<file path="src/hdl/rvt_pkg.sv">
// Package of constants and types for the voting trip logic.
`default_nettype none
package rvt_pkg;
    // Channel and group counts.
    localparam int NUM_CHAN     = 12;
    localparam int NUM_VOTE     = 2;
    localparam int NUM_GRP      = 3;
    localparam int TEMP_W       = 12;
    localparam int CHAN_IDX_W   = 4;
    localparam int ADDR_W       = 8;
    // Channel index ranges of each logical group.
    localparam int WIND_FIRST   = 0;
    localparam int WIND_LAST    = 5;
    localparam int AMB_FIRST    = 6;
    localparam int AMB_LAST     = 7;
    localparam int AUX_FIRST    = 8;
    localparam int AUX_LAST     = 11;
    // Register byte offsets.
    localparam logic [ADDR_W-1:0] OFS_CTRL      = 8'h00;
    localparam logic [ADDR_W-1:0] OFS_CHAN_EN   = 8'h04;
    localparam logic [ADDR_W-1:0] OFS_VOTE0     = 8'h08;
    localparam logic [ADDR_W-1:0] OFS_VOTE1     = 8'h0c;
    localparam logic [ADDR_W-1:0] OFS_GRP_THR   = 8'h10;
    localparam logic [ADDR_W-1:0] OFS_LIVE      = 8'h20;
    localparam logic [ADDR_W-1:0] OFS_IRQ_STAT  = 8'h24;
    localparam logic [ADDR_W-1:0] OFS_IRQ_CLR   = 8'h28;
    localparam logic [ADDR_W-1:0] OFS_IRQ_EN    = 8'h2c;
    localparam logic [ADDR_W-1:0] OFS_CHAN_THR  = 8'h40;
    localparam logic [ADDR_W-1:0] OFS_CHAN_TEMP = 8'h80;
    // Control register fields.
    localparam int CTRL_FUNC_BIT  = 0;
    localparam int CTRL_SRC_BIT   = 1;
    localparam int CTRL_BLOCK_BIT = 2;
    // Vote register fields.
    localparam int VOTE_CNT_LSB   = 16;
    localparam int VOTE_CNT_W     = 4;
    // Live status fields.
    localparam int LIVE_GRP_LSB   = 12;
    localparam int LIVE_VOTE_LSB  = 16;
    localparam int LIVE_TRIP_BIT  = 20;
    localparam int LIVE_ALARM_BIT = 21;
    // Interrupt event bits.
    localparam int IRQ_W          = 3;
    localparam int IRQ_TRIP_BIT   = 0;
    localparam int IRQ_ALARM_BIT  = 1;
    localparam int IRQ_VOTE_BIT   = 2;
    // Reset values.
    localparam logic [31:0]       RST_CTRL   = 32'h0000_0000;
    localparam logic [11:0]       RST_CHAN_EN = 12'h000;
    localparam logic [TEMP_W-1:0] RST_THR    = 12'hfff;
    localparam logic [TEMP_W-1:0] RST_TEMP   = 12'h000;
    // Source selector encoding.
    typedef enum logic [0:0] {
        RVT_SRC_DEFAULT = 1'b0,
        RVT_SRC_VOTING  = 1'b1
    } rvt_src_e;
    typedef logic [TEMP_W-1:0] rvt_temp_t;
endpackage : rvt_pkg
`default_nettype wire

</file>
<file path="src/hdl/rvt_trip_logic.sv">
// Temperature trip, voting and collective alarm logic with an APB register file.
//
// The APB slave port and the address map are this design's own decisions.
`default_nettype none
// Summary of operation
// - Each voting group has member mask, vote count.
// - All twelve channel trips selectable in any group.
// - Collective timeout alarm ORs all timeout alarms.
// - Selector routes default OR or voting OR.
// - Block command suppresses channel, group, voting trips.
// - Multiplexed temperature words demultiplexed per channel.
// - Inputs 1-6 winding, 7-8 ambient, 9-12 auxiliary.
// - Vote counts selected, enabled, active tripped channels.
// - Group decision uses hottest member temperature.
module rvt_trip_logic
    import rvt_pkg::*;
(
    // Clock and reset.
    input  wire logic                  ref_clk,
    input  wire logic                  reset_n,
    // APB slave.
    input  wire logic                  psel,
    input  wire logic                  penable,
    input  wire logic                  pwrite,
    input  wire logic [ADDR_W-1:0]     paddr,
    input  wire logic [31:0]           pwdata,
    output logic      [31:0]           prdata,
    output logic                       pready,
    output logic                       pslverr,
    // Multiplexed temperature words from the remote module.
    input  wire logic                  mux_valid,
    input  wire logic [CHAN_IDX_W-1:0] mux_channel,
    input  wire logic [TEMP_W-1:0]     mux_temp,
    // Timeout alarms from sensor and group supervision.
    input  wire logic [NUM_CHAN-1:0]   sensor_timeout_alarm,
    input  wire logic                  winding_group_timeout_alarm,
    input  wire logic                  ambient_group_timeout_alarm,
    input  wire logic                  auxiliary_group_timeout_alarm,
    // Collective outputs.
    output logic                       temp_trip,
    output logic                       timeout_alarm,
    output logic [NUM_VOTE-1:0]        voting_trip,
    output logic                       irq
);

    // Counts set bits of a channel vector.
    function automatic logic [CHAN_IDX_W-1:0] count_ones(input logic [NUM_CHAN-1:0] v);
        logic [CHAN_IDX_W-1:0] n;
        n = '0;
        for (int i = 0; i < NUM_CHAN; i++) begin
            n = n + {{(CHAN_IDX_W-1){1'b0}}, v[i]};
        end
        return n;
    endfunction : count_ones

    // Returns the hottest temperature over an inclusive index range.
    function automatic rvt_temp_t hottest(input rvt_temp_t t [NUM_CHAN], input int lo,
                                          input int hi);
        rvt_temp_t m;
        m = '0;
        for (int i = 0; i < NUM_CHAN; i++) begin
            if (i >= lo && i <= hi && t[i] > m) begin
                m = t[i];
            end
        end
        return m;
    endfunction : hottest

    // Register state.
    logic [31:0]           ctrl;
    logic [NUM_CHAN-1:0]   chan_en;
    logic [NUM_CHAN-1:0]   vote_mask  [NUM_VOTE];
    logic [VOTE_CNT_W-1:0] vote_count [NUM_VOTE];
    rvt_temp_t             grp_thr    [NUM_GRP];
    rvt_temp_t             chan_thr   [NUM_CHAN];
    rvt_temp_t             chan_temp  [NUM_CHAN];
    logic [IRQ_W-1:0]      irq_stat;
    logic [IRQ_W-1:0]      irq_en;
    logic [NUM_CHAN-1:0]   chan_trip;
    logic [NUM_GRP-1:0]    grp_trip;

    // Next values.
    logic [31:0]           next_ctrl;
    logic [NUM_CHAN-1:0]   next_chan_en;
    logic [NUM_CHAN-1:0]   next_vote_mask  [NUM_VOTE];
    logic [VOTE_CNT_W-1:0] next_vote_count [NUM_VOTE];
    rvt_temp_t             next_grp_thr    [NUM_GRP];
    rvt_temp_t             next_chan_thr   [NUM_CHAN];
    rvt_temp_t             next_chan_temp  [NUM_CHAN];
    logic [IRQ_W-1:0]      next_irq_stat;
    logic [IRQ_W-1:0]      next_irq_en;
    logic [NUM_CHAN-1:0]   next_chan_trip;
    logic [NUM_GRP-1:0]    next_grp_trip;
    logic [NUM_VOTE-1:0]   next_voting_trip;
    logic                  next_temp_trip;
    logic                  next_timeout_alarm;
    logic                  next_irq;
    logic [31:0]           next_prdata;
    logic                  next_pready;
    logic                  next_pslverr;

    // Combinational helpers.
    logic                  func_on;
    logic                  blocked;
    logic                  wr_en;
    logic                  acc_en;
    logic [NUM_CHAN-1:0]   raw_trip;
    logic [IRQ_W-1:0]      events;
    rvt_temp_t             grp_hot [NUM_GRP];
    logic [31:0]           rd_val;
    logic                  rd_ok;

    // Evaluation of channel, group, voting and collective signals.
    always_comb begin
        func_on = ctrl[CTRL_FUNC_BIT];
        blocked = ctrl[CTRL_BLOCK_BIT];
        for (int i = 0; i < NUM_CHAN; i++) begin
            raw_trip[i] = func_on && chan_en[i] && (chan_temp[i] >= chan_thr[i]);
            next_chan_trip[i] = raw_trip[i] && !blocked;
        end
        grp_hot[0] = hottest(chan_temp, WIND_FIRST, WIND_LAST);
        grp_hot[1] = hottest(chan_temp, AMB_FIRST, AMB_LAST);
        grp_hot[2] = hottest(chan_temp, AUX_FIRST, AUX_LAST);
        for (int g = 0; g < NUM_GRP; g++) begin
            next_grp_trip[g] = func_on && (grp_hot[g] >= grp_thr[g]) && !blocked;
        end
        for (int v = 0; v < NUM_VOTE; v++) begin
            // Level result, so it falls as soon as the count drops below the setting.
            next_voting_trip[v] = (vote_count[v] != '0) && !blocked
                && (count_ones(raw_trip & vote_mask[v]) >= vote_count[v]);
        end
        if (rvt_src_e'(ctrl[CTRL_SRC_BIT]) == RVT_SRC_VOTING) begin
            next_temp_trip = |next_voting_trip;
        end else begin
            next_temp_trip = (|next_chan_trip) || (|next_grp_trip);
        end
        next_timeout_alarm = (|sensor_timeout_alarm) || winding_group_timeout_alarm
            || ambient_group_timeout_alarm || auxiliary_group_timeout_alarm;
        events = '0;
        events[IRQ_TRIP_BIT]  = next_temp_trip && !temp_trip;
        events[IRQ_ALARM_BIT] = next_timeout_alarm && !timeout_alarm;
        events[IRQ_VOTE_BIT]  = |(next_voting_trip & ~voting_trip);
    end

    // Demultiplexing of temperature words into per-channel values.
    always_comb begin
        for (int i = 0; i < NUM_CHAN; i++) begin
            next_chan_temp[i] = chan_temp[i];
        end
        if (mux_valid && (int'(mux_channel) < NUM_CHAN)) begin
            next_chan_temp[mux_channel] = mux_temp;
        end
    end

    // Read decode.
    always_comb begin
        rd_val = '0;
        rd_ok  = 1'b1;
        if (paddr[1:0] != 2'h0) begin
            rd_ok = 1'b0;
        end else if (paddr >= OFS_CHAN_TEMP
                     && paddr < OFS_CHAN_TEMP + ADDR_W'(4 * NUM_CHAN)) begin
            rd_val[TEMP_W-1:0] = chan_temp[paddr[5:2]];
        end else if (paddr >= OFS_CHAN_THR
                     && paddr < OFS_CHAN_THR + ADDR_W'(4 * NUM_CHAN)) begin
            rd_val[TEMP_W-1:0] = chan_thr[paddr[5:2]];
        end else if (paddr >= OFS_GRP_THR
                     && paddr < OFS_GRP_THR + ADDR_W'(4 * NUM_GRP)) begin
            rd_val[TEMP_W-1:0] = grp_thr[paddr[3:2]];
        end else begin
            case (paddr)
                OFS_CTRL:     rd_val[CTRL_BLOCK_BIT:0] = ctrl[CTRL_BLOCK_BIT:0];
                OFS_CHAN_EN:  rd_val[NUM_CHAN-1:0] = chan_en;
                OFS_VOTE0: begin
                    rd_val[NUM_CHAN-1:0] = vote_mask[0];
                    rd_val[VOTE_CNT_LSB +: VOTE_CNT_W] = vote_count[0];
                end
                OFS_VOTE1: begin
                    rd_val[NUM_CHAN-1:0] = vote_mask[1];
                    rd_val[VOTE_CNT_LSB +: VOTE_CNT_W] = vote_count[1];
                end
                OFS_LIVE: begin
                    rd_val[NUM_CHAN-1:0] = chan_trip;
                    rd_val[LIVE_GRP_LSB +: NUM_GRP] = grp_trip;
                    rd_val[LIVE_VOTE_LSB +: NUM_VOTE] = voting_trip;
                    rd_val[LIVE_TRIP_BIT] = temp_trip;
                    rd_val[LIVE_ALARM_BIT] = timeout_alarm;
                end
                OFS_IRQ_STAT: rd_val[IRQ_W-1:0] = irq_stat;
                OFS_IRQ_CLR:  rd_val = '0;
                OFS_IRQ_EN:   rd_val[IRQ_W-1:0] = irq_en;
                default:      rd_ok = 1'b0;
            endcase
        end
    end

    // Bus handshake and register writes; one wait state per transfer.
    always_comb begin
        acc_en       = psel && penable;
        wr_en        = acc_en && pready && pwrite && rd_ok;
        next_pready  = acc_en && !pready;
        next_pslverr = acc_en && !pready && !rd_ok;
        next_prdata  = (acc_en && !pready && !pwrite) ? rd_val : prdata;
        next_ctrl    = ctrl;
        next_chan_en = chan_en;
        next_irq_en  = irq_en;
        for (int v = 0; v < NUM_VOTE; v++) begin
            next_vote_mask[v]  = vote_mask[v];
            next_vote_count[v] = vote_count[v];
        end
        for (int g = 0; g < NUM_GRP; g++) begin
            next_grp_thr[g] = grp_thr[g];
        end
        for (int i = 0; i < NUM_CHAN; i++) begin
            next_chan_thr[i] = chan_thr[i];
        end
        // Events set sticky bits; a set in the clearing cycle wins.
        next_irq_stat = irq_stat;
        if (wr_en && paddr == OFS_IRQ_CLR) begin
            next_irq_stat = irq_stat & ~pwdata[IRQ_W-1:0];
        end
        next_irq_stat = next_irq_stat | events;
        if (wr_en) begin
            if (paddr >= OFS_CHAN_THR && paddr < OFS_CHAN_THR + ADDR_W'(4 * NUM_CHAN)) begin
                next_chan_thr[paddr[5:2]] = pwdata[TEMP_W-1:0];
            end else if (paddr >= OFS_GRP_THR
                         && paddr < OFS_GRP_THR + ADDR_W'(4 * NUM_GRP)) begin
                next_grp_thr[paddr[3:2]] = pwdata[TEMP_W-1:0];
            end else begin
                case (paddr)
                    OFS_CTRL:    next_ctrl = {29'h0, pwdata[CTRL_BLOCK_BIT:0]};
                    OFS_CHAN_EN: next_chan_en = pwdata[NUM_CHAN-1:0];
                    OFS_VOTE0: begin
                        next_vote_mask[0]  = pwdata[NUM_CHAN-1:0];
                        next_vote_count[0] = pwdata[VOTE_CNT_LSB +: VOTE_CNT_W];
                    end
                    OFS_VOTE1: begin
                        next_vote_mask[1]  = pwdata[NUM_CHAN-1:0];
                        next_vote_count[1] = pwdata[VOTE_CNT_LSB +: VOTE_CNT_W];
                    end
                    OFS_IRQ_EN:  next_irq_en = pwdata[IRQ_W-1:0];
                    default:     next_ctrl = ctrl;
                endcase
            end
        end
        next_irq = |(next_irq_stat & next_irq_en);
    end

    // State registers.
    always_ff @(posedge ref_clk or negedge reset_n) begin
        if (!reset_n) begin
            ctrl          <= RST_CTRL;
            chan_en       <= RST_CHAN_EN;
            irq_stat      <= '0;
            irq_en        <= '0;
            chan_trip     <= '0;
            grp_trip      <= '0;
            voting_trip   <= '0;
            temp_trip     <= 1'b0;
            timeout_alarm <= 1'b0;
            irq           <= 1'b0;
            prdata        <= '0;
            pready        <= 1'b0;
            pslverr       <= 1'b0;
            for (int v = 0; v < NUM_VOTE; v++) begin
                vote_mask[v]  <= '0;
                vote_count[v] <= '0;
            end
            for (int g = 0; g < NUM_GRP; g++) begin
                grp_thr[g] <= RST_THR;
            end
            for (int i = 0; i < NUM_CHAN; i++) begin
                chan_thr[i]  <= RST_THR;
                chan_temp[i] <= RST_TEMP;
            end
        end else begin
            ctrl          <= next_ctrl;
            chan_en       <= next_chan_en;
            irq_stat      <= next_irq_stat;
            irq_en        <= next_irq_en;
            chan_trip     <= next_chan_trip;
            grp_trip      <= next_grp_trip;
            voting_trip   <= next_voting_trip;
            temp_trip     <= next_temp_trip;
            timeout_alarm <= next_timeout_alarm;
            irq           <= next_irq;
            prdata        <= next_prdata;
            pready        <= next_pready;
            pslverr       <= next_pslverr;
            for (int v = 0; v < NUM_VOTE; v++) begin
                vote_mask[v]  <= next_vote_mask[v];
                vote_count[v] <= next_vote_count[v];
            end
            for (int g = 0; g < NUM_GRP; g++) begin
                grp_thr[g] <= next_grp_thr[g];
            end
            for (int i = 0; i < NUM_CHAN; i++) begin
                chan_thr[i]  <= next_chan_thr[i];
                chan_temp[i] <= next_chan_temp[i];
            end
        end
    end

endmodule : rvt_trip_logic
`default_nettype wire

</file>
<file path="config.mk">
export PLATFORM = sky130hd
export DESIGN_NAME = rvt_trip_logic
export DESIGN_NICKNAME = d
export VERILOG_FILES = /design/src/hdl/rvt_pkg.sv /design/src/hdl/rvt_trip_logic.sv
export SDC_FILE = /design/constraint.sdc
export NUM_CORES = 1
export LEC_CHECK = 0
export BUFFER_PORTS_ARGS = -buffer_cell sky130_fd_sc_hd__buf_2
export CORE_MARGIN = 2
export CORE_UTILIZATION = 50
export CTS_CLUSTER_SIZE = 8
export DETAILED_ROUTE_END_ITERATION = 8
export GPL_TIMING_DRIVEN = 0
export PLACE_DENSITY_LB_ADDON = 0.08
export SYNTH_ARGS = -nofsm -noshare
export SYNTH_HDL_FRONTEND = slang
export SYNTH_SLANG_ARGS = --single-unit
</file>
<file path="constraint.sdc">
create_clock -name ref_clk -period 27.2 [get_ports ref_clk]
set_input_delay 5.44 -clock ref_clk [delete_from_list [all_inputs] [get_ports ref_clk]]
set_output_delay 5.44 -clock ref_clk [all_outputs]
set_load 0.02 [all_outputs]
</file>
==> metrics.yaml, run 1 <==
cells_and_area:
  layout.nets: 3335
  drive_above_1_share: 0.222
  area_growth_pct: 11.2
  layout_commonest_cell: "ha_1"
  final_cell_mix: "ha_1 (303), nand2_1 (276), inv_1 (257), o21ai_0 (257), dfrtp_1 (240)"
  final_area_um2: 31400
setup_path:
  path_class: "flop to flop"
  crit_arrival_ns: 15.12
  crit_slowest_cell: "a311oi_1"
  end_kind: "flop"
  start_kind: "flop"
  cp_max_fo: 10
  cpPeakStageDelay_ns: 0.85
  critPathTopFamily: "compound AO/OA/AOI/OAI gates"
  cp.buffers_inverters: 7
  path_common_cell: "a21o_1"
  required_ns: 27.69
drt:
  wl_mm: 107
  ant_nets: 0
  vias_per_cell: 6.27
  drc: 0
  via_count: 23400
  drt_first_iter_violations: 2106
  first_pass_iters: 6
  wl_per_cell_um: 28.5
synthesis:
  syn-instance-count: 2788
  synthTopCellsByArea: "dfrtp_1 (21%), dfstp_2 (17%), ha_1 (13%)"
  synth_top_family_by_area: "multiplexers"
  yosysSeqAreaShare: 0.380
  avgSynthCellArea_um2: 10.1
  synthAdderAreaFrac: 0.144
  netlist.area_leader.share: 0.213
  synth_cell_types: 66
  synthXorXnorAreaFrac: 0.000620
  yosys.area.top_type: "dfrtp_1"
  synthMuxAreaShare: 0.168
  synth_simple_gate_area_frac: 0.0995
  ys.flop_type: "dfrtp_1"
  yosys_register_bits: 420
  async_flop_share: 1.00
  synth_warnings: 0
  synth_compound_area_frac: 0.148
  syn_area_um2: 28200
  synth_edf_count: 0
pwr:
  max-vdd-ir-drop_mv: 0.132
  p_leak_uw: 0.0151
  pwr_density_cell_nw_per_um2: 89.0
sta:
  min_period_over_period: 0.538
  slew_headroom: 0.115
  tns_ns: 0
  hold_viol: 0
  slew_viol_final: 0
  worst_slew_pin_slew_ns: 1.33
  skew_ns: 0.0149
  setup_violations: 0
  rsz0062_at_grt: "false"
  finalCriticalPeriod_ns: 14.63
  max_freq_mhz: 68.3
clock_tree:
  htree_levels: 2
  cts_sinks: 420
  ctsHoldBuffers: 0
  cts_made_buffers: 58
  postCtsSetupBuffers: 0
  clock_latency_ns: 0.63
  path_clk_slew_ns: 0.05
  clock-root-buffer: "clkbuf_16"
  ctsResizeCount: 0
  cts_tree: "done"
  cts_buffer_depth: 3
global_route:
  antenna_found_initial: 3
  grt_pass1_vias: 23300
  overflow: 0
  grt_use_total: 0.362
  grt_max_degree: 120
  grt_first_pass_wirelength_mm: 156
die:
  die_y_um: 242
  io_pins: 116
  dieArea_um2: 58400
  start_util: 0.503
  fp.dieW_um: 242
  num_rows: 87
  coreArea_um2: 56200
placed_design:
  dp_hpwl_mm: 83.0
  gp_congestion: 1.07
  port_buffers: 79
  place_area_um2: 29700
min_path:
  hold_path_class: "flop to flop"
outcome:
  status: "finished clean"
job:
  max_cap_violations: 0
==> logic make-up after synthesis <==
group	after synthesis
AOI/OAI and AO/OA	662
adders and majority gates	317
buffers and inverters	421
and+or+nand+nor	608
DFF	420
xor gates and xnor gates	2
other	1
muxes	357
==> cells in the mapped netlist, types with 16 or more instances <==
cell type and instances:
a21oi_1 113, dfrtp_1 240, clkbuf_1 120, inv_1 257
a22oi_1 16, mux2i_1 66, ha_1 303, nand2_1 276
dfstp_2 180, o22ai_1 16, buf_4 18, nor3_1 29
nand2b_1 37, nand4_1 45, nand3_1 22, nor4_1 21
a21o_1 115, a211oi_1 27, nor2b_1 25, o21ai_0 257
buf_1 19, nor2_1 109, mux4_2 73, mux2_2 218
==> per-layer routing <==
metal | vias to the layer above | track usage | wire, um
li1 | 10300 | - | -
met1 | 11800 | 0.467 | 43600
met2 | 1043 | 0.576 | 48700
met3 | 251 | 0.0765 | 8370
met4 | 4 | 0.182 | 5920
met5 | - | 0 | 27
==> tightest hold or removal path: stages, from the launching register on <==
cell     delay, ns
dfrtp_1       0.33
nand2_1       0.05
o21ai_0       0.06
==> where the power goes <==
part | switching (uW) | internal, uW
Sequential | 120 | 679
Combinational | 768 | 534
Clock | 286 | 408
Total | 1170 | 1620
==> flip-flops by register name (all words and copies together), names as in the netlist <==
register	cells
chan_trip	12
irq	1
ctrl	3
irq_en	3
vote_count	8
timeout_alarm	1
irq_stat	3
temp_trip	1
pslverr	1
chan_temp	144
prdata	21
vote_mask	24
chan_en	12
grp_thr	36
grp_trip	3
pready	1
chan_thr	144
voting_trip	2
==> worst paths after layout <==
| path | depth (start not counted) | startpoint | endpoint | slack (ns) |
|---|---|---|---|---|
| worst max-delay path | 50 | chan_temp[138] | irq_stat[0] | 12.57 |
| worst min-delay path | 2 | prdata[14] | prdata[14] | 0.48 |
| worst max register to register | 50 | chan_temp[138] | irq_stat[0] | 12.57 |
| worst min register to register | 2 | prdata[14] | prdata[14] | 0.48 |
| max in group asynchronous | 3 | reset_n | chan_temp[26] | 20.93 |
| min in group asynchronous | 1 | reset_n | prdata[19] | 4.76 |
==> layout make-up <==
cell class | instances | area [um2]
Antenna cell | 1 | 2.50
Buffer | 164 | 699
Clock buffer | 97 | 1660
Fill cell | 4976 | 24800
Inverter | 257 | 965
Multi-Input combinational cell | 1957 | 15900
Sequential cell | 420 | 10700
Tap cell | 756 | 946
Timing Repair Buffer | 83 | 515
==> stage by stage <==
step / setup WS, ns / hold WS (ns) / instances / power, uW / util
CTS: 12.73 / 0.481 / 3734 / 2780 / 0.559
global placement: 12.34 / 0.464 / 3633 / 2040 / 0.527
finish: 12.57 / 0.480 / 3735 / 2790 / 0.559
global route: 11.75 / 0.506 / 3735 / 2960 / 0.559
floorplan: 15.96 / 0.466 / 2798 / 1650 / -
detailed placement: 12.75 / 0.470 / 3637 / 2080 / 0.530
Power figures use the tool's default switching activity.
==> run 2, diff against run 1 <==
clock period = 11.88 ns   (was 27.2 ns; I/O delays follow)
==> run 2 against run 1 <==
Against the previous run:
- fmax is 27% higher
- critical path type unchanged
- critical path depth is 4 higher
- hold slack hardly changed
- core utilization is 1.5 points higher
- non-clock buffer count is 61 higher
- via count is 1.2% higher
- die area stayed put
- global-route usage is 0.20 points higher
- largest power group unchanged
- wire length is 1.0% higher
- count of clock-buffer cells in the layout stayed put
- setup slack worse by 12 ns
==> metrics.yaml, run 2 (synthesis gave the netlist of run 1 again) <==
outcome:
  status: "finished clean"  # unchanged
setup_path:
  path_common_cell: "a21o_1"  # unchanged
  path_class: "flop to flop"  # unchanged
  cp.buffers_inverters: 8  # was 7
  start_kind: "flop"  # unchanged
  critPathTopFamily: "compound AO/OA/AOI/OAI gates"  # unchanged
  cpPeakStageDelay_ns: 0.58  # was 0.85 ns
  crit_arrival_ns: 11.99  # was 15.12 ns
  crit_slowest_cell: "a2111oi_2"  # was a311oi_1
  required_ns: 12.37  # was 27.69 ns
  end_kind: "flop"  # unchanged
  cp_max_fo: 10  # unchanged
die:
  die_y_um: 242  # unchanged
  start_util: 0.503  # unchanged
  fp.dieW_um: 242  # unchanged
  io_pins: 116  # unchanged
  coreArea_um2: 56200  # unchanged
  num_rows: 87  # unchanged
  dieArea_um2: 58400  # unchanged
sta:
  finalWorstSetupSlack_ns: 0.376  # was 12.57 ns
  setup_violations: 0  # unchanged
  min_period_over_period: 0.968  # was 0.538
  hold_viol: 0  # unchanged
  skew_ns: 0.0154  # was 0.0149 ns
  max_freq_mhz: 86.9  # was 68.3 MHz
  worst_slew_pin_slew_ns: 1.35  # was 1.33 ns
  slew_viol_final: 0  # unchanged
  finalCriticalPeriod_ns: 11.50  # was 14.63 ns
  slew_headroom: 0.0995  # was 0.115
drt:
  drt_first_iter_violations: 2125  # was 2,106
  drc: 0  # unchanged
  ant_nets: 0  # unchanged
  first_pass_iters: 5  # was 6
  vias_per_cell: 6.24  # was 6.27
  via_count: 23700  # was 23,400
  wl_mm: 108  # was 107 mm
  wl_per_cell_um: 28.4  # was 28.5 um
cells_and_area:
  layout_commonest_cell: "ha_1"  # unchanged
  area_growth_pct: 14.2  # was 11.2%
  layout.cells.non_filler: 3796  # was 3,735
  drive_above_1_share: 0.256  # was 0.222
  fill_cells: 4911  # was 4,976
  final_cell_mix: "ha_1 (299), nand2_1 (275), inv_1 (256)"  # was ha_1 (303), nand2_1 (276), inv_1 (257), o21ai_0 (257), dfrtp_1 (240)
  layout.nets: 3396  # was 3,335
  top_regs: "chan_temp: 144 flops, chan_thr: 144 flops, grp_thr: 36 flops"  # unchanged
global_route:
  grt_pass1_vias: 23400  # was 23,300
  antenna_found_initial: 2  # was 3
  grt_max_degree: 120  # unchanged
  grt_first_pass_wirelength_mm: 156  # about the same
  grt_use_total: 0.364  # was 0.362
  overflow: 0  # unchanged
clock_tree:
  clock_latency_ns: 0.63  # about the same
  cts_made_buffers: 58  # unchanged
  path_clk_slew_ns: 0.05  # about the same
  htree_levels: 2  # unchanged
  cts_tree: "done"  # unchanged
  cts_buffer_depth: 3  # unchanged
  clock-root-buffer: "clkbuf_16"  # unchanged
  cts_sinks: 420  # unchanged
placed_design:
  gp_congestion: 1.07  # unchanged
  place_ws_ns: -2.57  # was 12.75 ns
  port_buffers: 79  # unchanged
  dpl.cell_count: 3637  # unchanged
  dp_hpwl_mm: 83.0  # unchanged
pwr:
  p_leak_uw: 0.0155  # was 0.0151 uW
  pwr_density_cell_nw_per_um2: 215  # was 89.0 nW/um2
  max-vdd-ir-drop_mv: 0.473  # was 0.132 mV
min_path:
  hold_path_class: "flop to flop"  # unchanged
job:
  max_cap_violations: 0  # unchanged
-- run 2: cell types whose count changed in the layout (fill, tap and decap cells not counted), moves of 4 or more --
cell / before / now
buf_6: 1 / 8
ha_4: 0 / 4
ha_1: 303 / 299
a2111oi_0: 11 / 6
a21oi_1: 113 / 107
dfrtp_1: 240 / 222
a21oi_2: 0 / 4
a311oi_4: 0 / 5
clkbuf_1: 156 / 150
buf_4: 18 / 77
dfrtp_2: 0 / 18
-- run 2: routing by layer --
| metal | routed length [um] | track usage | vias up |
|---|---|---|---|
| li1 | - | - | 10400 |
| met1 | 43100 | 0.470 | 11900 |
| met2 | 49600 | 0.581 | 1077 |
| met3 | 8980 | 0.0751 | 254 |
| met4 | 5920 | 0.184 | 2 |
| met5 | 13 | 0 | - |
-- run 2: path summary, 6_finish.rpt --
path,end,slack (ns),start,depth (start not counted)
min,prdata[14],0.48,prdata[14],2
max in group asynchronous,chan_temp[26],8.70,reset_n,3
max,irq,0.38,chan_temp[127],54
max reg2reg,irq,0.38,chan_temp[127],54
min reg2reg,prdata[14],0.48,prdata[14],2
min in group asynchronous,prdata[19],1.69,reset_n,1
-- run 2: report_power, final --
| part | switching (uW) | internal (uW) |
|---|---|---|
| logic | 1950 | 1590 |
| clock network | 655 | 933 |
| registers | 261 | 1560 |
| total | 2870 | 4080 |
-- run 2: worst register-to-register path, delay by kind of cell, from the launching register on --
family          cells  cell delay [ns]
compound gates     30             6.21
fa+ha+maj           6             1.71
simple gates        9             1.53
buf+inv             8             1.21
flops               1             0.48
mux                 1             0.24
-- run 2: layout make-up --
cell class / count / area [um2] / share of cell area
antenna: 1 / 2.50 / 0.0000775
buffer: 164 / 769 / 0.0238
clock buffer: 97 / 1660 / 0.0515
inverter: 257 / 965 / 0.0299
multi-input combinational: 1957 / 16200 / 0.502
sequential: 420 / 10800 / 0.333
tap: 756 / 946 / 0.0293
timing repair buffer: 144 / 968 / 0.0300
-- run 2: per-stage QoR --
stage               utilization  hold slack (ns)  total power [uW]  cell area, um2  setup TNS, ns
global placement          0.527            0.464              4660           29600          -8.64
floorplan                     -            0.466              3780           28300              0
global route              0.575            0.506              7330           32300         -0.217
CTS                       0.565            0.481              6600           31800              0
detailed placement        0.530            0.470              4770           29700          -9.46
finish                    0.575            0.480              6950           32300              0
-- run 2: what timing repair did --
| item | 4_1_cts | 5_1_grt |
|---|---|---|
| hold buffers | 0 | 0 |
| buffers inserted | 20 | 39 |
| endpoints found under the setup margin | 4 | 4 |
| resized for setup | 54 | 52 |
| gates cloned | 1 | 1 |
| pin swaps | 12 | 25 |
| endpoints found under the hold margin | 0 | 0 |
